<file path="config.mk">
export PLATFORM = sky130hd
export DESIGN_NAME = option_clock_irq_config
export DESIGN_NICKNAME = d
export VERILOG_FILES = /design/src/rtl/option_clock_irq_pkg.sv /design/src/rtl/option_clock_irq_config.sv
export SDC_FILE = /design/constraint.sdc
export NUM_CORES = 1
export LEC_CHECK = 0
export BUFFER_PORTS_ARGS = -buffer_cell sky130_fd_sc_hd__buf_2
export CELL_PAD_IN_SITES_DETAIL_PLACEMENT = 1
export CELL_PAD_IN_SITES_GLOBAL_PLACEMENT = 2
export CORE_MARGIN = 3
export CORE_UTILIZATION = 31
export DETAILED_ROUTE_END_ITERATION = 8
export GPL_TIMING_DRIVEN = 0
export PLACE_DENSITY = 0.82
export SLEW_MARGIN = 20
export SYNTH_ARGS = -nofsm -noshare
export SYNTH_HDL_FRONTEND = slang
export SYNTH_SLANG_ARGS = --single-unit
</file>
<file path="constraint.sdc">
create_clock -name hclk -period 5.15 [get_ports hclk]
set_input_delay 0.515 -clock hclk [delete_from_list [all_inputs] [get_ports hclk]]
set_output_delay 0.515 -clock hclk [all_outputs]
set_load 0.01 [all_outputs]
</file>
<file path="src/rtl/option_clock_irq_pkg.sv">
package option_clock_irq_pkg;

	// ****************************************************************
	// register byte addresses on the AHB-Lite port
	// ****************************************************************
	localparam logic [7:0] ADDR_OPTION = 8'h00;
	localparam logic [7:0] ADDR_CLOCK_MODE = 8'h04;
	localparam logic [7:0] ADDR_CRYSTAL_CTRL = 8'h08;
	localparam logic [7:0] ADDR_IRQ_ENABLE = 8'h0C;
	localparam logic [7:0] ADDR_IRQ_REQUEST = 8'h10;
	localparam logic [7:0] ADDR_PORTA_DIE = 8'h14;
	localparam logic [7:0] ADDR_PORTB_DIE = 8'h18;
	localparam logic [7:0] ADDR_PA5_CTRL = 8'h1C;
	localparam logic [7:0] ADDR_PWM_CLK_SEL = 8'h20;
	localparam logic [7:0] ADDR_STATUS = 8'h24;

	// ****************************************************************
	// code option word fields
	// ****************************************************************
	localparam int OPT_SECURITY = 0;
	localparam int OPT_LVR_LO = 1;
	localparam int OPT_PWM_SRC = 4;
	localparam int OPT_GATING = 5;
	localparam int OPT_IRQ_SRC0 = 6;
	localparam int OPT_IRQ_SRC1 = 7;

	// low-voltage-reset level codes
	localparam logic [2:0] LVR_4V00 = 3'h0;
	localparam logic [2:0] LVR_3V50 = 3'h1;
	localparam logic [2:0] LVR_3V00 = 3'h2;
	localparam logic [2:0] LVR_2V75 = 3'h3;
	localparam logic [2:0] LVR_2V50 = 3'h4;
	localparam logic [2:0] LVR_2V20 = 3'h5;
	localparam logic [2:0] LVR_2V00 = 3'h6;
	localparam logic [2:0] LVR_1V80 = 3'h7;

	// ****************************************************************
	// clock mode register fields and documented values
	// ****************************************************************
	localparam int CLOCK_MODE_REG_PA5_RESET = 0;
	localparam int CLOCK_MODE_REG_LOW_RC_EN = 2;
	localparam int CLOCK_MODE_REG_SEL_LO = 5;
	localparam logic [2:0] SEL_HIGH_RC_DIV2 = 3'h1;
	localparam logic [2:0] SEL_HIGH_RC = 3'h2;
	localparam logic [2:0] SEL_CRYSTAL = 3'h5;
	localparam logic [7:0] CLOCK_MODE_REG_TO_HIGH_RC_DIV2 = 8'h36;
	localparam logic [7:0] CLOCK_MODE_REG_TO_CRYSTAL = 8'hA6;
	localparam logic [7:0] CLOCK_MODE_REG_FORBIDDEN = 8'h50;
	localparam logic [7:0] CLOCK_MODE_REG_RESET = 8'h04;

	// crystal control fields
	localparam int XTAL_RANGE_LO = 5;
	localparam int XTAL_ENABLE = 7;
	localparam logic [1:0] XTAL_LOW = 2'h1;
	localparam logic [1:0] XTAL_MID = 2'h2;
	localparam logic [1:0] XTAL_HIGH = 2'h3;

	// comparator result bit that gates PWM pins
	localparam int CMP_GATE_BIT = 6;
	localparam int PWM_CHANNELS = 5;

	// reset values
	localparam logic [7:0] BYTE_RESET = 8'h00;

	typedef enum logic [1:0] {
		SRC_LOW_RC,
		SRC_HIGH_RC_DIV2,
		SRC_HIGH_RC,
		SRC_CRYSTAL
	} sysclk_src_t;

endpackage

</file>
<file path="src/rtl/option_clock_irq_config.sv">
// Decided for this implementation: the AHB-Lite interface to the registers and the placing of the registers.
`timescale 1ns/1ps
// Function
// - readout protection on: program memory contents not returned to reader
// - low-voltage-reset threshold chosen from eight levels by option
// - pwm source option low: selected generators clocked from high rc
// - pwm source option high: selected generators clocked from doubled high rc
// - gating option off: comparator and pwm independent; on: comparator controls
// - gating on and comparator bit 6 high forces all pwm pins low
// - irq bit 0 from port a bit 0 or port b bit 5
// - irq bit 1 from port b bit 0 or port a bit 4
// - port a bit 5 output is open drain only
// - clock mode bit 0 plus pa5 input makes pa5 the reset input
// - crystal control bits 6:5 select low, middle or high range
// - crystal control bit 7 enables the crystal oscillator
// - irq enable and request registers have no reset value
// - global disable blocks every request from reaching the core
// - return from interrupt restores the global enable state
// - value 0x36 selects high rc divided by two, low rc running
// - value 0xA6 selects crystal, low rc running
// - clearing bit 2 disables low rc oscillator
// - value 0x50 disables the running source and hangs the device
// - no crystal status check on switch; early switch hangs device
// - watchdog stops whenever low rc oscillator is disabled
module option_clock_irq_config
	import option_clock_irq_pkg::*;
(
	input wire logic hclk,
	input wire logic hresetn,
	input wire logic hsel,
	input wire logic [31:0] haddr,
	input wire logic [1:0] htrans,
	input wire logic hwrite,
	input wire logic [2:0] hsize,
	input wire logic [31:0] hwdata,
	input wire logic hready,
	output logic hreadyout,
	output logic hresp,
	output logic [31:0] hrdata,
	input wire logic [7:0] otp_option_word,
	input wire logic prog_read_req,
	input wire logic [15:0] prog_read_word,
	output logic [15:0] prog_read_data,
	output logic prog_read_refused,
	output logic [2:0] low_voltage_reset_level,
	input wire logic porta0_in,
	input wire logic porta4_in,
	input wire logic portb0_in,
	input wire logic portb5_in,
	input wire logic porta5_in,
	output logic porta5_out,
	output logic porta5_oe,
	output logic external_reset_input_n,
	input wire logic engint_pulse,
	input wire logic disgint_pulse,
	input wire logic isr_enter_pulse,
	input wire logic reti_pulse,
	output logic irq_to_core,
	output logic [7:0] porta_digital_input_enable,
	output logic [7:0] portb_digital_input_enable,
	input wire logic [7:0] general_comparator_result,
	input wire logic [PWM_CHANNELS-1:0] pwm_raw,
	output logic [PWM_CHANNELS-1:0] pwm_pin,
	output logic [2:0] pwm_gen_clk_from_high_rc,
	output logic [2:0] pwm_gen_clk_doubled,
	input wire logic crystal_stable,
	output logic crystal_enable,
	output logic [1:0] crystal_range,
	output logic low_rc_enable,
	output sysclk_src_t sysclk_src,
	output logic cpu_hang,
	output logic watchdog_run
);

	// ****************************************************************
	// pin synchronisers
	// ****************************************************************
	logic [4:0] pin_meta_q;
	logic [4:0] pin_sync_q;
	logic [4:0] pin_prev_q;
	logic pa0_s, pa4_s, pb0_s, pb5_s, pa5_s;

	// two stages plus an edge stage; the second stage and the edge stage are looked at
	always_ff @(posedge hclk or negedge hresetn) begin
		if (!hresetn) begin
			pin_meta_q <= 5'h1F;
			pin_sync_q <= 5'h1F;
			pin_prev_q <= 5'h1F;
		end else begin
			pin_meta_q <= {porta5_in, portb5_in, portb0_in, porta4_in, porta0_in};
			pin_sync_q <= pin_meta_q;
			pin_prev_q <= pin_sync_q;
		end
	end

	assign pa0_s = pin_sync_q[0];
	assign pa4_s = pin_sync_q[1];
	assign pb0_s = pin_sync_q[2];
	assign pb5_s = pin_sync_q[3];
	assign pa5_s = pin_sync_q[4];

	// ****************************************************************
	// code options
	// ****************************************************************
	logic [7:0] option_q;
	logic option_loaded_q;

	// captured on the first edge after reset release, then frozen
	// load once
	always_ff @(posedge hclk or negedge hresetn) begin
		if (!hresetn) begin
			option_q <= BYTE_RESET;
			option_loaded_q <= 1'b0;
		end else if (!option_loaded_q) begin
			option_q <= otp_option_word;
			option_loaded_q <= 1'b1;
		end
	end

	assign low_voltage_reset_level = option_q[OPT_LVR_LO +: 3];

	// readout path: protected parts never show program words
	// readout refusal
	always_ff @(posedge hclk or negedge hresetn) begin
		if (!hresetn) begin
			prog_read_data <= 16'h0000;
			prog_read_refused <= 1'b0;
		end else if (prog_read_req) begin
			prog_read_data <= option_q[OPT_SECURITY] ? 16'h0000 : prog_read_word;
			prog_read_refused <= option_q[OPT_SECURITY];
		end
	end

	// ****************************************************************
	// AHB-Lite slave
	// ****************************************************************
	logic wr_pend_q;
	logic [7:0] wr_addr_q;
	logic addr_ok;
	logic [7:0] wdata;
	logic [7:0] clock_mode_q;
	logic [7:0] crystal_ctrl_q;
	logic [1:0] irq_enable_q;
	logic [1:0] irq_request_q;
	logic [7:0] porta_die_q;
	logic [7:0] portb_die_q;
	logic [1:0] pa5_ctrl_q;
	logic [2:0] pwm_sel_q;
	logic gie_q;
	logic gie_saved_q;
	logic hang_q;
	logic [7:0] rd_byte;

	// zero wait states, always OKAY
	assign hreadyout = 1'b1;
	assign hresp = 1'b0;
	assign addr_ok = hsel && hready && htrans[1];
	assign wdata = hwdata[7:0];

	// remember a write address phase for the following data phase
	always_ff @(posedge hclk or negedge hresetn) begin
		if (!hresetn) begin
			wr_pend_q <= 1'b0;
			wr_addr_q <= BYTE_RESET;
		end else begin
			wr_pend_q <= addr_ok && hwrite;
			wr_addr_q <= haddr[7:0];
		end
	end

	// read mux; unmapped addresses read zero
	always_comb begin
		rd_byte = BYTE_RESET;
		if (haddr[7:0] == ADDR_OPTION) begin
			rd_byte = option_q;
		end else if (haddr[7:0] == ADDR_CLOCK_MODE) begin
			rd_byte = clock_mode_q;
		end else if (haddr[7:0] == ADDR_CRYSTAL_CTRL) begin
			rd_byte = crystal_ctrl_q;
		end else if (haddr[7:0] == ADDR_IRQ_ENABLE) begin
			rd_byte = {6'h00, irq_enable_q};
		end else if (haddr[7:0] == ADDR_IRQ_REQUEST) begin
			rd_byte = {6'h00, irq_request_q};
		end else if (haddr[7:0] == ADDR_PORTA_DIE) begin
			rd_byte = porta_die_q;
		end else if (haddr[7:0] == ADDR_PORTB_DIE) begin
			rd_byte = portb_die_q;
		end else if (haddr[7:0] == ADDR_PA5_CTRL) begin
			rd_byte = {6'h00, pa5_ctrl_q};
		end else if (haddr[7:0] == ADDR_PWM_CLK_SEL) begin
			rd_byte = {5'h00, pwm_sel_q};
		end else if (haddr[7:0] == ADDR_STATUS) begin
			rd_byte = {3'h0, crystal_stable, watchdog_run, hang_q, irq_to_core, gie_q};
		end
	end

	// read data registered at the address phase, stands in the data phase
	always_ff @(posedge hclk or negedge hresetn) begin
		if (!hresetn) begin
			hrdata <= 32'h0000_0000;
		end else if (addr_ok && !hwrite) begin
			hrdata <= {24'h00_0000, rd_byte};
		end
	end

	// ****************************************************************
	// clock control
	// ****************************************************************
	// plain control registers written by software
	always_ff @(posedge hclk or negedge hresetn) begin
		if (!hresetn) begin
			clock_mode_q <= CLOCK_MODE_REG_RESET;
			crystal_ctrl_q <= BYTE_RESET;
			porta_die_q <= BYTE_RESET;
			portb_die_q <= BYTE_RESET;
			pa5_ctrl_q <= 2'h0;
			pwm_sel_q <= 3'h0;
		end else if (wr_pend_q) begin
			if (wr_addr_q == ADDR_CLOCK_MODE) begin
				clock_mode_q <= wdata;
			end else if (wr_addr_q == ADDR_CRYSTAL_CTRL) begin
				crystal_ctrl_q <= wdata;
			end else if (wr_addr_q == ADDR_PORTA_DIE) begin
				porta_die_q <= wdata;
			end else if (wr_addr_q == ADDR_PORTB_DIE) begin
				portb_die_q <= wdata;
			end else if (wr_addr_q == ADDR_PA5_CTRL) begin
				pa5_ctrl_q <= wdata[1:0];
			end else if (wr_addr_q == ADDR_PWM_CLK_SEL) begin
				pwm_sel_q <= wdata[2:0];
			end
		end
	end

	assign crystal_range = crystal_ctrl_q[XTAL_RANGE_LO +: 2];
	assign crystal_enable = crystal_ctrl_q[XTAL_ENABLE];
	assign low_rc_enable = clock_mode_q[CLOCK_MODE_REG_LOW_RC_EN];
	assign watchdog_run = low_rc_enable && !hang_q;

	// source decode from the select field
	always_comb begin
		case (clock_mode_q[CLOCK_MODE_REG_SEL_LO +: 3])
			SEL_HIGH_RC_DIV2: sysclk_src = SRC_HIGH_RC_DIV2;
			SEL_HIGH_RC: sysclk_src = SRC_HIGH_RC;
			SEL_CRYSTAL: sysclk_src = SRC_CRYSTAL;
			default: sysclk_src = SRC_LOW_RC;
		endcase
	end

	// a dead source stops the core; nothing but reset recovers it,
	// which mirrors silicon where the core loses its clock outright
	// hang detection
	always_ff @(posedge hclk or negedge hresetn) begin
		if (!hresetn) begin
			hang_q <= 1'b0;
		end else if ((sysclk_src == SRC_LOW_RC && !low_rc_enable) ||
			(sysclk_src == SRC_HIGH_RC && !low_rc_enable &&
			clock_mode_q == CLOCK_MODE_REG_FORBIDDEN) ||
			(sysclk_src == SRC_CRYSTAL && !(crystal_enable && crystal_stable))) begin
			hang_q <= 1'b1;
		end
	end

	assign cpu_hang = hang_q;

	// ****************************************************************
	// port a bit 5 and wakeup enables
	// ****************************************************************
	// open drain: drive only low
	assign porta5_out = 1'b0;
	assign porta5_oe = pa5_ctrl_q[0] && !pa5_ctrl_q[1];
	assign external_reset_input_n = !(clock_mode_q[CLOCK_MODE_REG_PA5_RESET] &&
		!pa5_ctrl_q[0] && !pa5_s);
	assign porta_digital_input_enable = porta_die_q;
	assign portb_digital_input_enable = portb_die_q;

	// ****************************************************************
	// interrupts
	// ****************************************************************
	logic [1:0] src_now;
	logic [1:0] src_prev;
	logic [1:0] src_rise;

	assign src_now[0] = option_q[OPT_IRQ_SRC0] ? pb5_s : pa0_s;
	assign src_prev[0] = option_q[OPT_IRQ_SRC0] ? pin_prev_q[3] : pin_prev_q[0];
	assign src_now[1] = option_q[OPT_IRQ_SRC1] ? pa4_s : pb0_s;
	assign src_prev[1] = option_q[OPT_IRQ_SRC1] ? pin_prev_q[1] : pin_prev_q[2];
	assign src_rise = src_now & ~src_prev;

	// no reset on purpose: contents stay undefined until written
	// no reset value
	always_ff @(posedge hclk) begin
		if (wr_pend_q && wr_addr_q == ADDR_IRQ_ENABLE) begin
			irq_enable_q <= wdata[1:0];
		end
	end

	// an edge in the clearing cycle still sets its bit
	always_ff @(posedge hclk) begin
		if (wr_pend_q && wr_addr_q == ADDR_IRQ_REQUEST) begin
			irq_request_q <= wdata[1:0] | src_rise;
		end else begin
			irq_request_q <= irq_request_q | src_rise;
		end
	end

	// global enable with save on entry and restore on return
	// global enable
	always_ff @(posedge hclk or negedge hresetn) begin
		if (!hresetn) begin
			gie_q <= 1'b0;
			gie_saved_q <= 1'b0;
		end else if (isr_enter_pulse) begin
			gie_saved_q <= gie_q;
			gie_q <= 1'b0;
		end else if (reti_pulse) begin
			gie_q <= gie_saved_q;
		end else if (disgint_pulse) begin
			gie_q <= 1'b0;
		end else if (engint_pulse) begin
			gie_q <= 1'b1;
		end
	end

	assign irq_to_core = gie_q && |(irq_enable_q & irq_request_q);

	// ****************************************************************
	// pwm clocking and comparator gating
	// ****************************************************************
	// generator clock source
	assign pwm_gen_clk_from_high_rc = pwm_sel_q & {3{!option_q[OPT_PWM_SRC]}};
	assign pwm_gen_clk_doubled = pwm_sel_q & {3{option_q[OPT_PWM_SRC]}};

	logic gate_active;
	assign gate_active = option_q[OPT_GATING] && general_comparator_result[CMP_GATE_BIT];

	// registered so pins change on clock edges only
	genvar ch;
	generate
		for (ch = 0; ch < PWM_CHANNELS; ch++) begin : g_pwm
			always_ff @(posedge hclk or negedge hresetn) begin
				if (!hresetn) begin
					pwm_pin[ch] <= 1'b0;
				end else begin
					pwm_pin[ch] <= gate_active ? 1'b0 : pwm_raw[ch];
				end
			end
		end
	endgenerate

endmodule

</file>
==> summary.txt <==
Worst-Skew Late Latency: 350 ps
CTS clk-pin slew, worst paths: 70 ps
Post-synthesis sequential area ratio: 55.5%
H-tree Lvls: 3
Post-route setup TNS: 0 ps
Residual DRC: 0
IO Pins: 215
Drt pass-1 iters: 4
Nets: 706
Max Cap Viol: 0
Post-CTS Setup Bufs: 0
Synth warn: 0
N_diodes: 0
WP data required: 5380 ps
Status: finished clean
First-pass GRT wire length: 21600 um
Sequential Area: 2670 sq um
Crit path DAT: 2570 ps
Startpoint types: register
Synth Area per Inst: 11.5 sq um
Synth area leader: dfrtp_1
Vias in the first global route: 3985
Final hold slack: 124 ps
Gr ovfl total: 0
DR vias/cell: 4.88
Final Skew: 5.76 ps
Final setup viols: 0
Cell variety after synth: 52
P&R area growth vs syn: 27.8%
Largest net degree at the start of global routing: 60
Count leader, synth: dfrtp_1
Cell count after synthesis: 418
CP peak stage delay: 760 ps
Multi-input gate area: 1870 sq um
Row count: 44
Final hold vios: 0
Cell area after synthesis: 4810 sq um
Seq cells post-synth: 106
Share of cells above drive strength 1: 42.8%
Cts hold-fix bufs: 0
Synth top cells by count: dfrtp_1 (87), mux2_2 (48), buf_4 (32), nor2_1 (26), o21ai_0 (24)
Detailed-route wire length: 13800 um
Worst setup EP type: register
Post-layout min period: 2340 ps
Main flop type after synthesis: dfrtp_1
Post-cts sizing count: 0
Worst Hold Class: input port to asynchronous set/reset pin
Fmax achieved: 428 MHz
Crit path max fanout: 8
Slowest CP cell: nor3_2
GP Congestion: 0.859
Initial drt markers: 114
Worst-Margin Slew: 964 ps
Post-DRT Antenna Nets: 0
Routed length per instance: 17.9 um
Num CTS Buffers: 9
Tcrit/Tclk final: 45.4%
Gr usage total: 16.6%
Post-synthesis async set-or-reset flop share: 96.2%
EDFF count, synth: 2
Top cells by area, synth: dfrtp_1 (45%), mux2_2 (11%), dfstp_2 (8.2%)
DIE WIDTH: 131 um
DP HPWL: 10600 um
# clock sinks: 106
Initial antenna violation count: 2
Slew Limit Fails: 0
CP Class: register to register
CORE AREA: 14900 sq um
Share of the synthesized area in the top cell type: 45.2%
Die Area: 17100 sq um
Power per cell area: 315 nW/um^2
Peak supply drop: 0.000248 V
Initial core utilization: 32.4%
CTS tree: built
Detailed-route via count: 3776
Crit path cell chain: nor4_1 > nand4_1 > nor3_2 > mux2_2
Number of I/O port buffers: 128
Max-slew headroom: 35.4%
Fill count: 1695
P_leak: 0.00295 uW
Die height: 131 um
RSZ-0062 raised after global routing: false
Root buf cell: clkbuf_16
CTS max path bufs: 2
layout by cell type (no fill, tap or decap), drive strengths merged, types with 2 or more instances in the layout:
master and count:
inv 21, edfxtp 2, clkbuf 22, a22o 4, dfxtp 2, nor3 3, bufinv 2, or2 2
o21ai 24, nand3b 18, nor2b 11, o22ai 4, nand2 18, o221ai 2, a221oi 4, nor2 28
a22oi 2, or4b 3, or3b 2, buf 164, mux2i 9, a31oi 4, dfrtp 87, o32ai 2
mux2 48, and2 8, o2bb2ai 2, a21oi 14, nand3 7, nand2b 7, conb 28, nor4 5
dfstp 15
per-layer routing:
metal  part of all wire, %  vias up  global-route usage (%)  routed length [um]
met3                   9.2       19                    6.63                1270
met5                  0.15        -                       0                  21
met2                    48      153                    27.8                6610
met1                    41     1867                    20.3                5710
li1                      -     1733                       -                   -
met4                   1.7        4                    3.87                 230
final timing paths:
check,start,end,slack (ps),cells after the start
worst max-delay path,wr_addr_q[1]$_DFF_PN0_,porta_digital_input_enable[1]$_DFFE_PN0P_,2810,4
worst min register to register,pin_meta_q[4]$_DFF_PN1_,pin_sync_q[4]$_DFF_PN1_,360,0
worst max register to register,wr_addr_q[1]$_DFF_PN0_,porta_digital_input_enable[1]$_DFFE_PN0P_,2810,4
worst min-delay path,hresetn,pwm_pin[0]$_DFF_PN0_,120,1
min in group hclk,porta5_in,pin_meta_q[4]$_DFF_PN1_,260,1
max in group asynchronous,hresetn,pin_sync_q[4]$_DFF_PN1_,4370,2
layout make-up:
cell class / instances / area share (%)
Clock buffer: 11 / 3.95
Tap cell: 184 / 3.74
Buffer: 46 / 4.88
Clock inverter: 5 / 1.38
Inverter: 20 / 1.22
Multi-Input combinational cell: 272 / 30.4
Sequential cell: 106 / 43.4
Timing Repair Buffer: 129 / 11.0
logic make-up (layout without fill, tap and decap cells):
| kind of cell | Yosys count | in the layout | share of synthesized area (%) |
|---|---|---|---|
| AO/OA/AOI/OAI | 70 | 70 | 9.31 |
| AND/OR/NAND/NOR | 117 | 117 | 14.1 |
| flip-flops | 106 | 106 | 55.5 |
| buffers and inverters | 66 | 211 | 7.80 |
| multiplexers | 57 | 57 | 13.1 |
| other | 2 | 28 | 0.156 |
power by group:
group / switching (uW) / total [uW] / internal, uW / leakage (uW)
sequential: 39.1 / 933 / 894 / 0.00126
clock: 309 / 751 / 442 / 0.000156
combinational: 137 / 253 / 116 / 0.00153
total: 485 / 1940 / 1450 / 0.00295
state kept, by name, summed over array words and instances, names as in the netlist:
name                        count
cpu_hang                        1
pin_prev_q                      4
pwm_sel_q                       3
gie_saved_q                     1
irq_request_q                   2
pwm_pin                         5
pin_meta_q                      5
porta_digital_input_enable      8
gie_q                           1
option_loaded_q                 1
portb_digital_input_enable      8
irq_enable_q                    2
wr_addr_q                       8
wr_pend_q                       1
crystal_ctrl_q                  8
hrdata                          8
prog_read_data                 16
prog_read_refused               1
option_q                        8
clock_mode_q                    8
pin_sync_q                      5
pa5_ctrl_q                      2
critical path: cells and delay by family, from the launching register on:
family | cells | cell delay [ps]
flip-flops | 1 | 360
multiplexers | 1 | 420
AND/OR/NAND/NOR | 3 | 1450
through the flow:
stage	util (%)	setup WS, ps	total power [uW]	area [sq um]	cells
2_1_floorplan	-	3080	1070	4910	444
3_3_place_gp	38.9	2460	1190	5780	756
3_5_place_dp	39.1	2700	1200	5820	757
4_1_cts	41.3	2770	1970	6140	773
5_1_grt	41.4	2650	2040	6150	773
6_report	41.4	2810	1940	6150	773
Power figures use the tool's default switching activity.
